$ cat config.mk
export PLATFORM = sky130hd
export DESIGN_NAME = ltct_timer
export DESIGN_NICKNAME = d
export VERILOG_FILES = /design/src/logic/ltct_pkg.sv /design/src/logic/ltct_flag.sv /design/src/logic/ltct_timer.sv
export SDC_FILE = /design/constraint.sdc
export NUM_CORES = 1
export LEC_CHECK = 0
export BUFFER_PORTS_ARGS = -buffer_cell sky130_fd_sc_hd__buf_4
export CAP_MARGIN = 20
export CORE_ASPECT_RATIO = 0.9
export CORE_MARGIN = 1.5
export CORE_UTILIZATION = 53
export DETAILED_ROUTE_END_ITERATION = 7
export GPL_ROUTABILITY_DRIVEN = 0
export PLACE_DENSITY = 0.77
export SKIP_CTS_REPAIR_TIMING = 1
export SLEW_MARGIN = 15
export SYNTH_ARGS = -nofsm -noshare
export SYNTH_HDL_FRONTEND = slang
export SYNTH_SLANG_ARGS = --single-unit
$ cat constraint.sdc
create_clock -name pclk -period 2.8 [get_ports pclk]
set_input_delay 0.42 -clock pclk [delete_from_list [all_inputs] [get_ports pclk]]
set_output_delay 0.42 -clock pclk [all_outputs]
set_load 0.03 [all_outputs]
$ cat src/logic/ltct_pkg.sv
// How it works
// - counter2 irq mask gates overflow request
// - counter2 flag set on overflow, read clears
// - reload value copied into counter2 on overflow
// - counter2 live value readable, writes ignored
// - capture irq mask gates capture request
// - capture flag set on capture, capture read clears
// - period select picks 8000 or 16000 periods
// - counter1 irq mask gates overflow request
// - counter1 flag set on overflow, read clears
// - capture register resets zero, holds last capture
// - capture pin edge latches counter1 unless flagged
// - counter1 hidden, ticks per 32, wraps f9
// - counter2 ticks per 32 from reload, wraps ff
// - counters stop in deepest halt mode
package ltct_pkg;
	// ****************************************
	// register offsets
	// ****************************************
	localparam logic [11:0] OFS_CSR2 = 12'h008;
	localparam logic [11:0] OFS_RELOAD = 12'h009;
	localparam logic [11:0] OFS_CNT2 = 12'h00a;
	localparam logic [11:0] OFS_CSR1 = 12'h00b;
	localparam logic [11:0] OFS_CAPTURE = 12'h00c;
	localparam logic [11:0] OFS_IRQ_STATUS = 12'h010;
	localparam logic [11:0] OFS_IRQ_MASK = 12'h011;
	// ****************************************
	// field positions
	// ****************************************
	localparam int BIT_CNT2_MASK = 1;
	localparam int BIT_CNT2_FLAG = 0;
	localparam int BIT_CAP_MASK = 7;
	localparam int BIT_CAP_FLAG = 6;
	localparam int BIT_PERIOD = 5;
	localparam int BIT_CNT1_MASK = 4;
	localparam int BIT_CNT1_FLAG = 3;
	localparam int IRQ_CNT1 = 0;
	localparam int IRQ_CNT2 = 1;
	localparam int IRQ_CAP = 2;
	// ****************************************
	// reset values and timing
	// ****************************************
	localparam logic [7:0] RST_BYTE = 8'h00;
	localparam logic [2:0] RST_IRQ_MASK = 3'h7;
	localparam int PRESCALE = 32;
	localparam logic [4:0] PRESCALE_LAST = 5'(PRESCALE - 1);
	localparam logic [7:0] CNT1_WRAP = 8'hf9;
	localparam logic [7:0] CNT2_WRAP = 8'hff;
endpackage

$ cat src/logic/ltct_flag.sv
`timescale 1ns/10ps
`default_nettype none
// sticky flag, set wins over clear
module ltct_flag (
	input wire logic pclk,
	input wire logic presetn,
	input wire logic set,
	input wire logic clr,
	output logic flag
);
	logic next_flag;

	// next value: set beats clear
	always_comb
	begin
		next_flag = flag;
		if (clr)
			next_flag = 1'b0;
		if (set)
			next_flag = 1'b1;
	end

	// register
	always_ff @(posedge pclk or negedge presetn)
	begin
		if (!presetn)
			flag <= 1'b0;
		else
			flag <= next_flag;
	end
endmodule
`default_nettype wire

$ cat src/logic/ltct_timer.sv
`timescale 1ns/10ps
`default_nettype none
module ltct_timer (
	input wire logic pclk,
	input wire logic presetn,
	input wire logic psel,
	input wire logic penable,
	input wire logic pwrite,
	input wire logic [11:0] paddr,
	input wire logic [31:0] pwdata,
	input wire logic [3:0] pstrb,
	output logic [31:0] prdata,
	output logic pready,
	output logic pslverr,
	input wire logic capture_input_pin,
	input wire logic halt_mode,
	output logic irq_counter1,
	output logic irq_counter2,
	output logic irq_capture,
	output logic irq
);
	// ****************************************
	// bus decode
	// ****************************************
	logic setup;
	logic access_wr;
	logic wr_lane0;
	logic mapped;
	assign setup = psel && !penable;
	assign access_wr = psel && penable && pready && pwrite;
	assign wr_lane0 = access_wr && pstrb[0];
	// word addresses; printed offsets are register indices
	function automatic logic is_reg(input logic [11:0] a, input logic [11:0] o);
		is_reg = (a == {o[9:0], 2'b00});
	endfunction
	assign mapped = is_reg(paddr, ltct_pkg::OFS_CSR2)
		|| is_reg(paddr, ltct_pkg::OFS_RELOAD)
		|| is_reg(paddr, ltct_pkg::OFS_CNT2)
		|| is_reg(paddr, ltct_pkg::OFS_CSR1)
		|| is_reg(paddr, ltct_pkg::OFS_CAPTURE)
		|| is_reg(paddr, ltct_pkg::OFS_IRQ_STATUS)
		|| is_reg(paddr, ltct_pkg::OFS_IRQ_MASK);

	// ****************************************
	// control state
	// ****************************************
	logic [4:0] prescale;
	logic [7:0] count1;
	logic [7:0] count2;
	logic [7:0] reload;
	logic [7:0] capture;
	logic cnt2_mask;
	logic cap_mask;
	logic period_sel;
	logic cnt1_mask;
	logic period_half;
	logic pin_q;
	logic [2:0] irq_status;
	logic [2:0] irq_mask;
	logic [4:0] next_prescale;
	logic [7:0] next_count1;
	logic [7:0] next_count2;
	logic [7:0] next_reload;
	logic [7:0] next_capture;
	logic next_cnt2_mask;
	logic next_cap_mask;
	logic next_period_sel;
	logic next_cnt1_mask;
	logic next_period_half;
	logic [2:0] next_irq_status;
	logic [2:0] next_irq_mask;
	logic tick;
	logic cnt1_wrap;
	logic ovf1;
	logic ovf2;
	logic cap_event;
	logic cnt1_flag;
	logic cnt2_flag;
	logic cap_flag;
	logic [2:0] events;
	logic pin_seen;
	logic clr1;
	logic clr2;
	logic clrc;

	assign tick = !halt_mode && (prescale == ltct_pkg::PRESCALE_LAST);
	assign cnt1_wrap = tick && (count1 == ltct_pkg::CNT1_WRAP);
	// long period counts two wraps: 16000 oscillator periods
	assign ovf1 = cnt1_wrap && (!period_sel || period_half);
	assign ovf2 = tick && (count2 == ltct_pkg::CNT2_WRAP);
	// any edge on pin, blocked while flag set
	assign cap_event = (capture_input_pin != pin_q) && pin_seen
		&& !cap_flag;
	assign events = {cap_event, ovf2, ovf1};
	// read-clear at setup edge, where prdata is taken: no lost event
	assign clr1 = setup && !pwrite && is_reg(paddr, ltct_pkg::OFS_CSR1);
	assign clr2 = setup && !pwrite && is_reg(paddr, ltct_pkg::OFS_CSR2);
	assign clrc = setup && !pwrite && is_reg(paddr, ltct_pkg::OFS_CAPTURE);

	// ****************************************
	// sticky flags
	// ****************************************
	ltct_flag u_flag1 (
		.pclk(pclk),
		.presetn(presetn),
		.set(ovf1),
		.clr(clr1),
		.flag(cnt1_flag)
	);
	ltct_flag u_flag2 (
		.pclk(pclk),
		.presetn(presetn),
		.set(ovf2),
		.clr(clr2),
		.flag(cnt2_flag)
	);
	ltct_flag u_flag_cap (
		.pclk(pclk),
		.presetn(presetn),
		.set(cap_event),
		.clr(clrc),
		.flag(cap_flag)
	);

	// next values of counters, registers and interrupt state
	always_comb
	begin
		next_prescale = halt_mode ? prescale : prescale + 5'h01;
		next_count1 = count1;
		next_period_half = period_half;
		next_count2 = count2;
		next_capture = capture;
		next_reload = reload;
		next_cnt2_mask = cnt2_mask;
		next_cap_mask = cap_mask;
		next_period_sel = period_sel;
		next_cnt1_mask = cnt1_mask;
		next_irq_mask = irq_mask;
		next_irq_status = irq_status;
		if (tick)
			next_count1 = cnt1_wrap ? 8'h00 : count1 + 8'h01;
		if (cnt1_wrap)
			next_period_half = !period_half;
		if (tick)
			next_count2 = ovf2 ? reload : count2 + 8'h01;
		if (cap_event)
			next_capture = count1;
		if (wr_lane0)
		begin
			if (is_reg(paddr, ltct_pkg::OFS_CSR2))
				next_cnt2_mask = pwdata[ltct_pkg::BIT_CNT2_MASK];
			if (is_reg(paddr, ltct_pkg::OFS_RELOAD))
				next_reload = pwdata[7:0];
			if (is_reg(paddr, ltct_pkg::OFS_CSR1))
			begin
				next_cap_mask = pwdata[ltct_pkg::BIT_CAP_MASK];
				next_period_sel = pwdata[ltct_pkg::BIT_PERIOD];
				next_cnt1_mask = pwdata[ltct_pkg::BIT_CNT1_MASK];
			end
			if (is_reg(paddr, ltct_pkg::OFS_IRQ_MASK))
				next_irq_mask = pwdata[2:0];
			if (is_reg(paddr, ltct_pkg::OFS_IRQ_STATUS))
				next_irq_status = irq_status & ~pwdata[2:0];
		end
		next_irq_status = next_irq_status | events; // set wins
	end

	// registers of counters and control
	always_ff @(posedge pclk or negedge presetn)
	begin
		if (!presetn)
		begin
			prescale <= 5'h00;
			count1 <= ltct_pkg::RST_BYTE;
			count2 <= ltct_pkg::RST_BYTE;
			reload <= ltct_pkg::RST_BYTE;
			capture <= ltct_pkg::RST_BYTE;
			period_half <= 1'b0;
			cnt2_mask <= 1'b0;
			cap_mask <= 1'b0;
			period_sel <= 1'b0;
			cnt1_mask <= 1'b0;
			irq_mask <= ltct_pkg::RST_IRQ_MASK;
			irq_status <= 3'h0;
		end
		else
		begin
			prescale <= next_prescale;
			count1 <= next_count1;
			count2 <= next_count2;
			reload <= next_reload;
			capture <= next_capture;
			period_half <= next_period_half;
			cnt2_mask <= next_cnt2_mask;
			cap_mask <= next_cap_mask;
			period_sel <= next_period_sel;
			cnt1_mask <= next_cnt1_mask;
			irq_mask <= next_irq_mask;
			irq_status <= next_irq_status;
		end
	end

	// pin history; first sample taken after release
	always_ff @(posedge pclk or negedge presetn)
	begin
		if (!presetn)
		begin
			pin_q <= 1'b0;
			pin_seen <= 1'b0;
		end
		else
		begin
			pin_q <= capture_input_pin;
			pin_seen <= 1'b1;
		end
	end

	// ****************************************
	// read mux and outputs
	// ****************************************
	logic [7:0] rd_byte;
	logic next_irq1;
	logic next_irq2;
	logic next_irqc;
	always_comb
	begin
		rd_byte = 8'h00;
		if (is_reg(paddr, ltct_pkg::OFS_CSR2))
			rd_byte = {6'h00, cnt2_mask, cnt2_flag};
		else if (is_reg(paddr, ltct_pkg::OFS_RELOAD))
			rd_byte = reload;
		else if (is_reg(paddr, ltct_pkg::OFS_CNT2))
			rd_byte = count2;
		else if (is_reg(paddr, ltct_pkg::OFS_CSR1))
			rd_byte = {cap_mask, cap_flag, period_sel, cnt1_mask,
				cnt1_flag, 3'h0};
		else if (is_reg(paddr, ltct_pkg::OFS_CAPTURE))
			rd_byte = capture;
		else if (is_reg(paddr, ltct_pkg::OFS_IRQ_STATUS))
			rd_byte = {5'h00, irq_status};
		else if (is_reg(paddr, ltct_pkg::OFS_IRQ_MASK))
			rd_byte = {5'h00, irq_mask};
		next_irq1 = next_cnt1_mask && (cnt1_flag || ovf1);
		next_irq2 = next_cnt2_mask && (cnt2_flag || ovf2);
		next_irqc = next_cap_mask && (cap_flag || cap_event);
	end

	// zero-wait-state slave; outputs from flops
	always_ff @(posedge pclk or negedge presetn)
	begin
		if (!presetn)
		begin
			prdata <= 32'h0000_0000;
			pready <= 1'b0;
			pslverr <= 1'b0;
			irq_counter1 <= 1'b0;
			irq_counter2 <= 1'b0;
			irq_capture <= 1'b0;
			irq <= 1'b0;
		end
		else
		begin
			pready <= setup;
			pslverr <= setup && !mapped;
			prdata <= setup ? {24'h000000, rd_byte} : 32'h0000_0000;
			// flags clear on read, so drop request on that read
			irq_counter1 <= next_irq1 && !(clr1 && !ovf1);
			irq_counter2 <= next_irq2 && !(clr2 && !ovf2);
			irq_capture <= next_irqc && !(clrc && !cap_event);
			irq <= |(next_irq_status & next_irq_mask);
		end
	end

	// ****************************************
	// checks
	// ****************************************
	AST_CNT1_WRAP: assert property (@(posedge pclk) disable iff (!presetn)
		cnt1_wrap |=> count1 == 8'h00)
		else $error("counter1 did not wrap to zero");
	AST_CNT1_RANGE: assert property (@(posedge pclk) disable iff (!presetn)
		count1 <= 8'hf9)
		else $error("counter1 above wrap value");
	AST_CNT2_RELOAD: assert property (@(posedge pclk) disable iff (!presetn)
		ovf2 |=> count2 == $past(reload))
		else $error("counter2 not reloaded");
	AST_CNT2_FLAG: assert property (@(posedge pclk) disable iff (!presetn)
		ovf2 |=> cnt2_flag)
		else $error("counter2 flag not set");
	AST_CAP_LATCH: assert property (@(posedge pclk) disable iff (!presetn)
		cap_event |=> capture == $past(count1) && cap_flag)
		else $error("capture not latched");
	AST_CAP_HOLD: assert property (@(posedge pclk) disable iff (!presetn)
		cap_flag && !clrc
		|=> $stable(capture))
		else $error("capture changed while flag set");
	AST_HALT: assert property (@(posedge pclk) disable iff (!presetn)
		halt_mode |=> $stable(count1) && $stable(count2))
		else $error("counters moved in halt");
	AST_IRQ2: assert property (@(posedge pclk) disable iff (!presetn)
		!cnt2_mask && !next_cnt2_mask |=> !irq_counter2)
		else $error("masked counter2 request raised");
	AST_CSR2_RSV: assert property (@(posedge pclk) disable iff (!presetn)
		pready && !pwrite && is_reg(paddr, ltct_pkg::OFS_CSR2)
		|-> prdata[7:2] == 6'h00)
		else $error("reserved bits not zero");
	AST_PERIOD: assert property (@(posedge pclk) disable iff (!presetn)
		ovf1 |-> cnt1_wrap)
		else $error("overflow outside wrap");
endmodule
`default_nettype wire

==> qor.yml, run 1 <==
status:
  status: "completed"
worst_hold_path:
  hold_class: "primary input to async pin"
route:
  routed-wl-met3_um: 420
  ant_nets: 0
  vias_per_cell: 5.44
  dr_total_vias: 2464
  drc: 0
  dr.first_iter.drc_count: 166
  wire_per_inst_um: 15.2
  wl_met1_mm: 3.12
  first_pass_iters: 5
  wirelength_mm: 6.89
  wl_met2_mm: 3.31
  top_layer_used: "met4"
yosys:
  yosys_warnings: 0
  yosysUniqueCellTypes: 59
  yosysSeqAreaShare: 0.491
  yosysTopAreaCell: "dfrtp_1"
  synth_edf_count: 0
  syn_area_per_cell_um2: 10.9
  synthArstFlopShare: 1.00
  synth_area_um2: 3430
  synth_area_leaders: "dfrtp_1 47%, mux2_2 8.9%, buf_4 5.3%"
  post-synth-top-count-cell: "dfrtp_1"
  ys.flop_type: "dfrtp_1"
  synth.top_cell.area_share: 0.467
  synthCells: 313
  ys_seq_elements: 67
  synth_commonest_cells: "64 x dfrtp_1, 27 x mux2_2, 27 x nor2_1"
sta:
  drv_slew: 0
  period_needed_ns: 2.18
  finalSetupViolCount: 0
  skew_ns: 0.00419
  rsz0062_at_grt: "no"
  fin_ws_ns: 0.620
  maxSlewHeadroom: 0.456
  finalHoldViolations: 0
  worstMarginPinSlew_ns: 0.817
  holdWs_ns: 0.153
  tns_ns: 0
  fmax_mhz: 459
  final.period_utilization: 0.778
layout:
  antennaDiodeCount: 0
  fillers: 511
  layout.nets: 421
  area_growth_pct: 16.3
  utilization: 0.645
  fin_cells: 453
  drive_gt1_frac: 0.306
  stdcell_area_um2: 3990
floorplan:
  num_rows: 27
  fp.coreArea_um2: 6180
  io_pins: 93
  dieHeight_um: 79.3
  die_area_um2: 6960
  start_util: 0.554
  dieWidth_um: 87.7
place:
  dpl.hpwl_mm: 5.06
  portBuffers: 41
  place_inst: 437
  dpl_cell_area_um2: 3750
  dp_slack_ns: 0.304
worst_setup_path:
  slowest_stage: "dfrtp_1"
  startpoint: "prescale[0]$_DFFE_PN0N_"
  crit_family: "simple AND/OR/NAND/NOR gates"
  path_buf_inv: 1
  critical_path_arrival_ns: 2.41
  worstRegToRegCells: 8
  start_kind: "flop"
  reg2reg_slack_ns: 0.62
  crit_type: "flop to flop"
  crit_chain: "ha_1, and3_1, ha_1, nand4b_1, nor3_1, buf_4, a21o_1, a221o_1"
  cp_max_fo: 7
  endpoint_kind: "flop"
  cp_common_cell: "ha_1"
  worstReg2RegStart: "prescale[0]$_DFFE_PN0N_"
  cp_slowest_stage_delay_ns: 0.41
  cp.required_ns: 3.03
  r2r-end: "irq$_DFF_PN0_"
clock_tree:
  cts_buffers: 9
  cts_num_sinks: 67
  clkTransAtPathRegs_ns: 0.07
  cts_buffer_depth: 2
  worstSkewPairLatency_ns: 0.34
  cts_tree: "yes"
  clockRootBuffer: "clkbuf_8"
  cts.htree.levels: 3
power:
  cellLeakagePower_nw: 1.94
  power.density_nw_per_um2: 606
  vdd_drop_max_uv: 509
  power_mw: 2.41
global_routing:
  grt_max_degree: 68
  antenna_found_initial: 0
  overflow: 0
  grt_usage: 0.219
  grt_pass1_wl_mm: 11.6
  grt_pass1_vias: 2357
run:
  cap_viol_max_count: 0
-- routing by layer --
layer  up-vias  global-route usage
li1       1163                   -
met1      1216               0.305
met2        81               0.335
met3         4              0.0686
met4         0              0.0508
met5         -                   0
-- how the worst max path moves through the flow --
| stage | to | slack [ns] | depth (start not counted) |
|---|---|---|---|
| 2_1_floorplan | reload[0]$_DFFE_PN0P_ | 0.61 | 5 |
| 3_3_place_gp | reload[2]$_DFFE_PN0P_ | 0.32 | 6 |
| 3_5_place_dp | reload[3]$_DFFE_PN0P_ | 0.30 | 6 |
| 4_1_cts | irq$_DFF_PN0_ | 0.62 | 8 |
| 5_1_grt | count2[7]$_DFFE_PN0P_ | 0.44 | 8 |
| 6_report | irq$_DFF_PN0_ | 0.62 | 8 |
-- report_power, final --
part / internal [mW] / leakage [nW] / switching (mW)
combinational: 0.143 / 0.934 / 0.187
clock: 0.577 / 0.120 / 0.362
sequential: 1.06 / 0.881 / 0.0850
total: 1.78 / 1.94 / 0.635
-- cell families after synthesis --
family,after synthesis,synth area share
xor+xnor,11,0.0281
simple gates,112,0.196
flops,67,0.491
mux,28,0.0931
compound gates,49,0.100
other cells,2,0.00219
fa+ha+maj,5,0.0183
buf+inv,39,0.0716
-- layout by cell type, fill, tap and decap left out, types with 2 or more instances in the layout --
cell type   n
a22oi_1     2
xnor2_1     4
nand4b_1    2
mux2_2     27
a221oi_1    4
nor3_2      5
nor2_1     27
nand3_1    12
a21o_1      2
dfrtp_1    64
nand4_1     5
nor4_4      3
o21ai_0    12
nand2_1    25
or2_2       2
xor2_1      7
a31oi_1     2
dfstp_2     3
bufinv_16   2
and2_1      2
conb_1     25
o31ai_1     2
a21oi_1     8
nor3_1      3
and3_1      7
nand2b_1    4
a21boi_0    3
a22o_1      2
nor4_1      2
clkbuf_8   12
nand3b_1    2
inv_1       7
o22ai_1     2
buf_4      46
ha_1        5
-- final cells by class --
type,instances,area (um2),area share
repair buffers,46,345,0.0867
clock inverters,3,68.8,0.0173
flip-flops and latches,67,1680,0.422
clock buffers,13,169,0.0424
multi-input cells,230,1590,0.398
inverters,7,26.3,0.00659
well taps,87,109,0.0273
-- flip-flops by register name, indices dropped and copies added (netlist names), 3 cells and up --
register	flops
capture	8
count1	8
count2	8
prdata	8
reload	8
prescale	5
irq_mask	3
irq_status	3
No activity file was read; power rests on OpenSTA's default activity.
==> run 2: changes to the inputs <==
==> constraint.sdc (replaced) <==
create_clock -name pclk -period 2.1 [get_ports pclk]
set_input_delay 0.315 -clock pclk [delete_from_list [all_inputs] [get_ports pclk]]
set_output_delay 0.315 -clock pclk [all_outputs]
set_load 0.03 [all_outputs]
==> run 2 against run 1 <==
  * Final area increased by 5.0%
  * Worst hold slack got worse by 0.087 ns
  * Largest power group unchanged
  * Total power grew 37%
  * Clock-buffer cell count decreased by 1
  * Sequential power up 33%
  * Clock power up 35%
  * Register-to-register slack got worse by 0.51 ns
==> qor.yml, run 2 (same netlist as run 1, synthesis figures left out) <==
layout:
  antennaDiodeCount: 0
  layout.nets: 441
  fillers: 498
  final_common_cell: "buf_4"
  drive_gt1_frac: 0.352
  mostFrequentLayoutCells: "65 x buf_4, 64 x dfrtp_1, 27 x mux2_2"
  area_growth_pct: 22.2
  fin_cells: 473
worst_setup_path:
  cp.required_ns: 2.31
  r2r-end: "count2[7]$_DFFE_PN0P_"
  start_kind: "flop"
  cp_slowest_stage_delay_ns: 0.36
  worstRegToRegCells: 9
  slowest_stage: "dfrtp_1"
  crit_type: "flop to flop"
  reg2reg_slack_ns: 0.11
  endpoint_kind: "flop"
  crit_chain: "ha_2, and3_4, ha_4, nand4b_1, buf_4, nor2_4, mux2_2, o21ai_1, o31ai_1"
  worstReg2RegStart: "prescale[1]$_DFFE_PN0N_"
  critical_path_arrival_ns: 2.20
  cp_max_fo: 3
global_routing:
  busiest_layer: "met2"
  grt_pass1_wl_mm: 11.7
  use_met2: 0.353
  use_met3: 0.0624
  overflow: 0
  grt_pass1_vias: 2422
  grt_max_degree: 68
  antenna_found_initial: 0
  gr-usage-met1: 0.300
  grt_usage: 0.224
floorplan:
  num_rows: 27
  dieHeight_um: 79.3
  die_area_um2: 6960
  dieWidth_um: 87.7
  io_pins: 93
  start_util: 0.554
  fp.coreArea_um2: 6180
clock_tree:
  clockRootBuffer: "clkbuf_8"
  worstSkewPairLatency_ns: 0.33
  cts.htree.levels: 3
  cts_num_sinks: 67
  cts_buffer_depth: 2
  clkTransAtPathRegs_ns: 0.07
  cts_buffers: 9
  cts_tree: "yes"
route:
  wirelength_mm: 7.14
  dr.first_iter.drc_count: 272
  first_pass_iters: 4
  drc: 0
  dr_total_vias: 2510
  wire_per_inst_um: 15.1
  ant_nets: 0
  vias_per_cell: 5.31
sta:
  fmax_mhz: 503
  finalSetupViolCount: 0
  worstMarginPinSlew_ns: 0.812
  period_needed_ns: 1.99
  tns_ns: 0
  drv_slew: 0
  finalHoldViolations: 0
  final.period_utilization: 0.947
  maxSlewHeadroom: 0.459
  skew_ns: 0.0105
run:
  cap_viol_max_count: 0
worst_hold_path:
  hold_class: "primary input to async pin"
power:
  cellLeakagePower_nw: 2.03
  vdd_drop_max_uv: 586
  power.density_nw_per_um2: 790
place:
  portBuffers: 41
  place_inst: 455
  dpl.hpwl_mm: 5.34
status:
  status: "completed"
==> run 2: cell count changes in the layout (fill, tap and decap cells not counted), sizes merged <==
cell,previous run,this run
clkinvlp,0,1
bufinv,2,3
buf,46,66
clkinv,1,0
clkbuf,13,12
==> run 2: report_power, final <==
part,leakage [nW],internal (mW),switching [mW]
Combinational,1.04,0.242,0.266
Sequential,0.881,1.41,0.111
Clock,0.117,0.823,0.451
==> run 2: final cells by class <==
| cell class | count | area (um2) | share of cell area |
|---|---|---|---|
| Inverter | 7 | 26.3 | 0.00628 |
| Sequential cell | 67 | 1680 | 0.401 |
| Timing Repair Buffer | 66 | 508 | 0.121 |
| Clock buffer | 12 | 145 | 0.0347 |
| Clock inverter | 4 | 97.6 | 0.0233 |
| Tap cell | 87 | 109 | 0.0260 |
| Multi-Input combinational cell | 230 | 1620 | 0.387 |
==> run 2: layer usage <==
layer | vias to the layer above | routed length [um]
li1 | 1206 | -
met1 | 1225 | 3190
met2 | 73 | 3510
met3 | 6 | 373
met4 | 0 | 65
met5 | - | 0
==> run 2: worst max path at each step <==
stage | from | end
after floorplan | paddr[9] | reload[0]$_DFFE_PN0P_
after global placement | paddr[9] | irq_counter1$_DFF_PN0_
after detailed placement | paddr[9] | irq_capture$_DFF_PN0_
after CTS | prescale[1]$_DFFE_PN0N_ | count2[7]$_DFFE_PN0P_
after global routing | prescale[1]$_DFFE_PN0N_ | count2[7]$_DFFE_PN0P_
final | prescale[1]$_DFFE_PN0N_ | count2[7]$_DFFE_PN0P_
==> run 2: worst max-delay path, delay by kind of cell, from the launching register on <==
family | cells | cell delay, ns
AND/OR/NAND/NOR | 3 | 0.45
flip-flops | 1 | 0.36
multiplexers | 1 | 0.34
adder cells (fa/ha/maj) | 2 | 0.32
AO/OA/AOI/OAI | 2 | 0.22
buffers and inverters | 1 | 0.19
==> run 2: through the flow <==
step	power, mW	worst slack, ns	instance area, um2	util	hold WS (ns)
after floorplan	1.85	0.0133	3510	-	0.0194
after global placement	1.98	-0.139	3890	0.630	0.444
after detailed placement	2.00	-0.140	3890	0.630	0.444
after CTS	3.29	-0.0630	4140	0.669	0.0937
after global routing	3.49	-0.00830	4190	0.677	0.0871
final	3.30	0.111	4190	0.677	0.0666
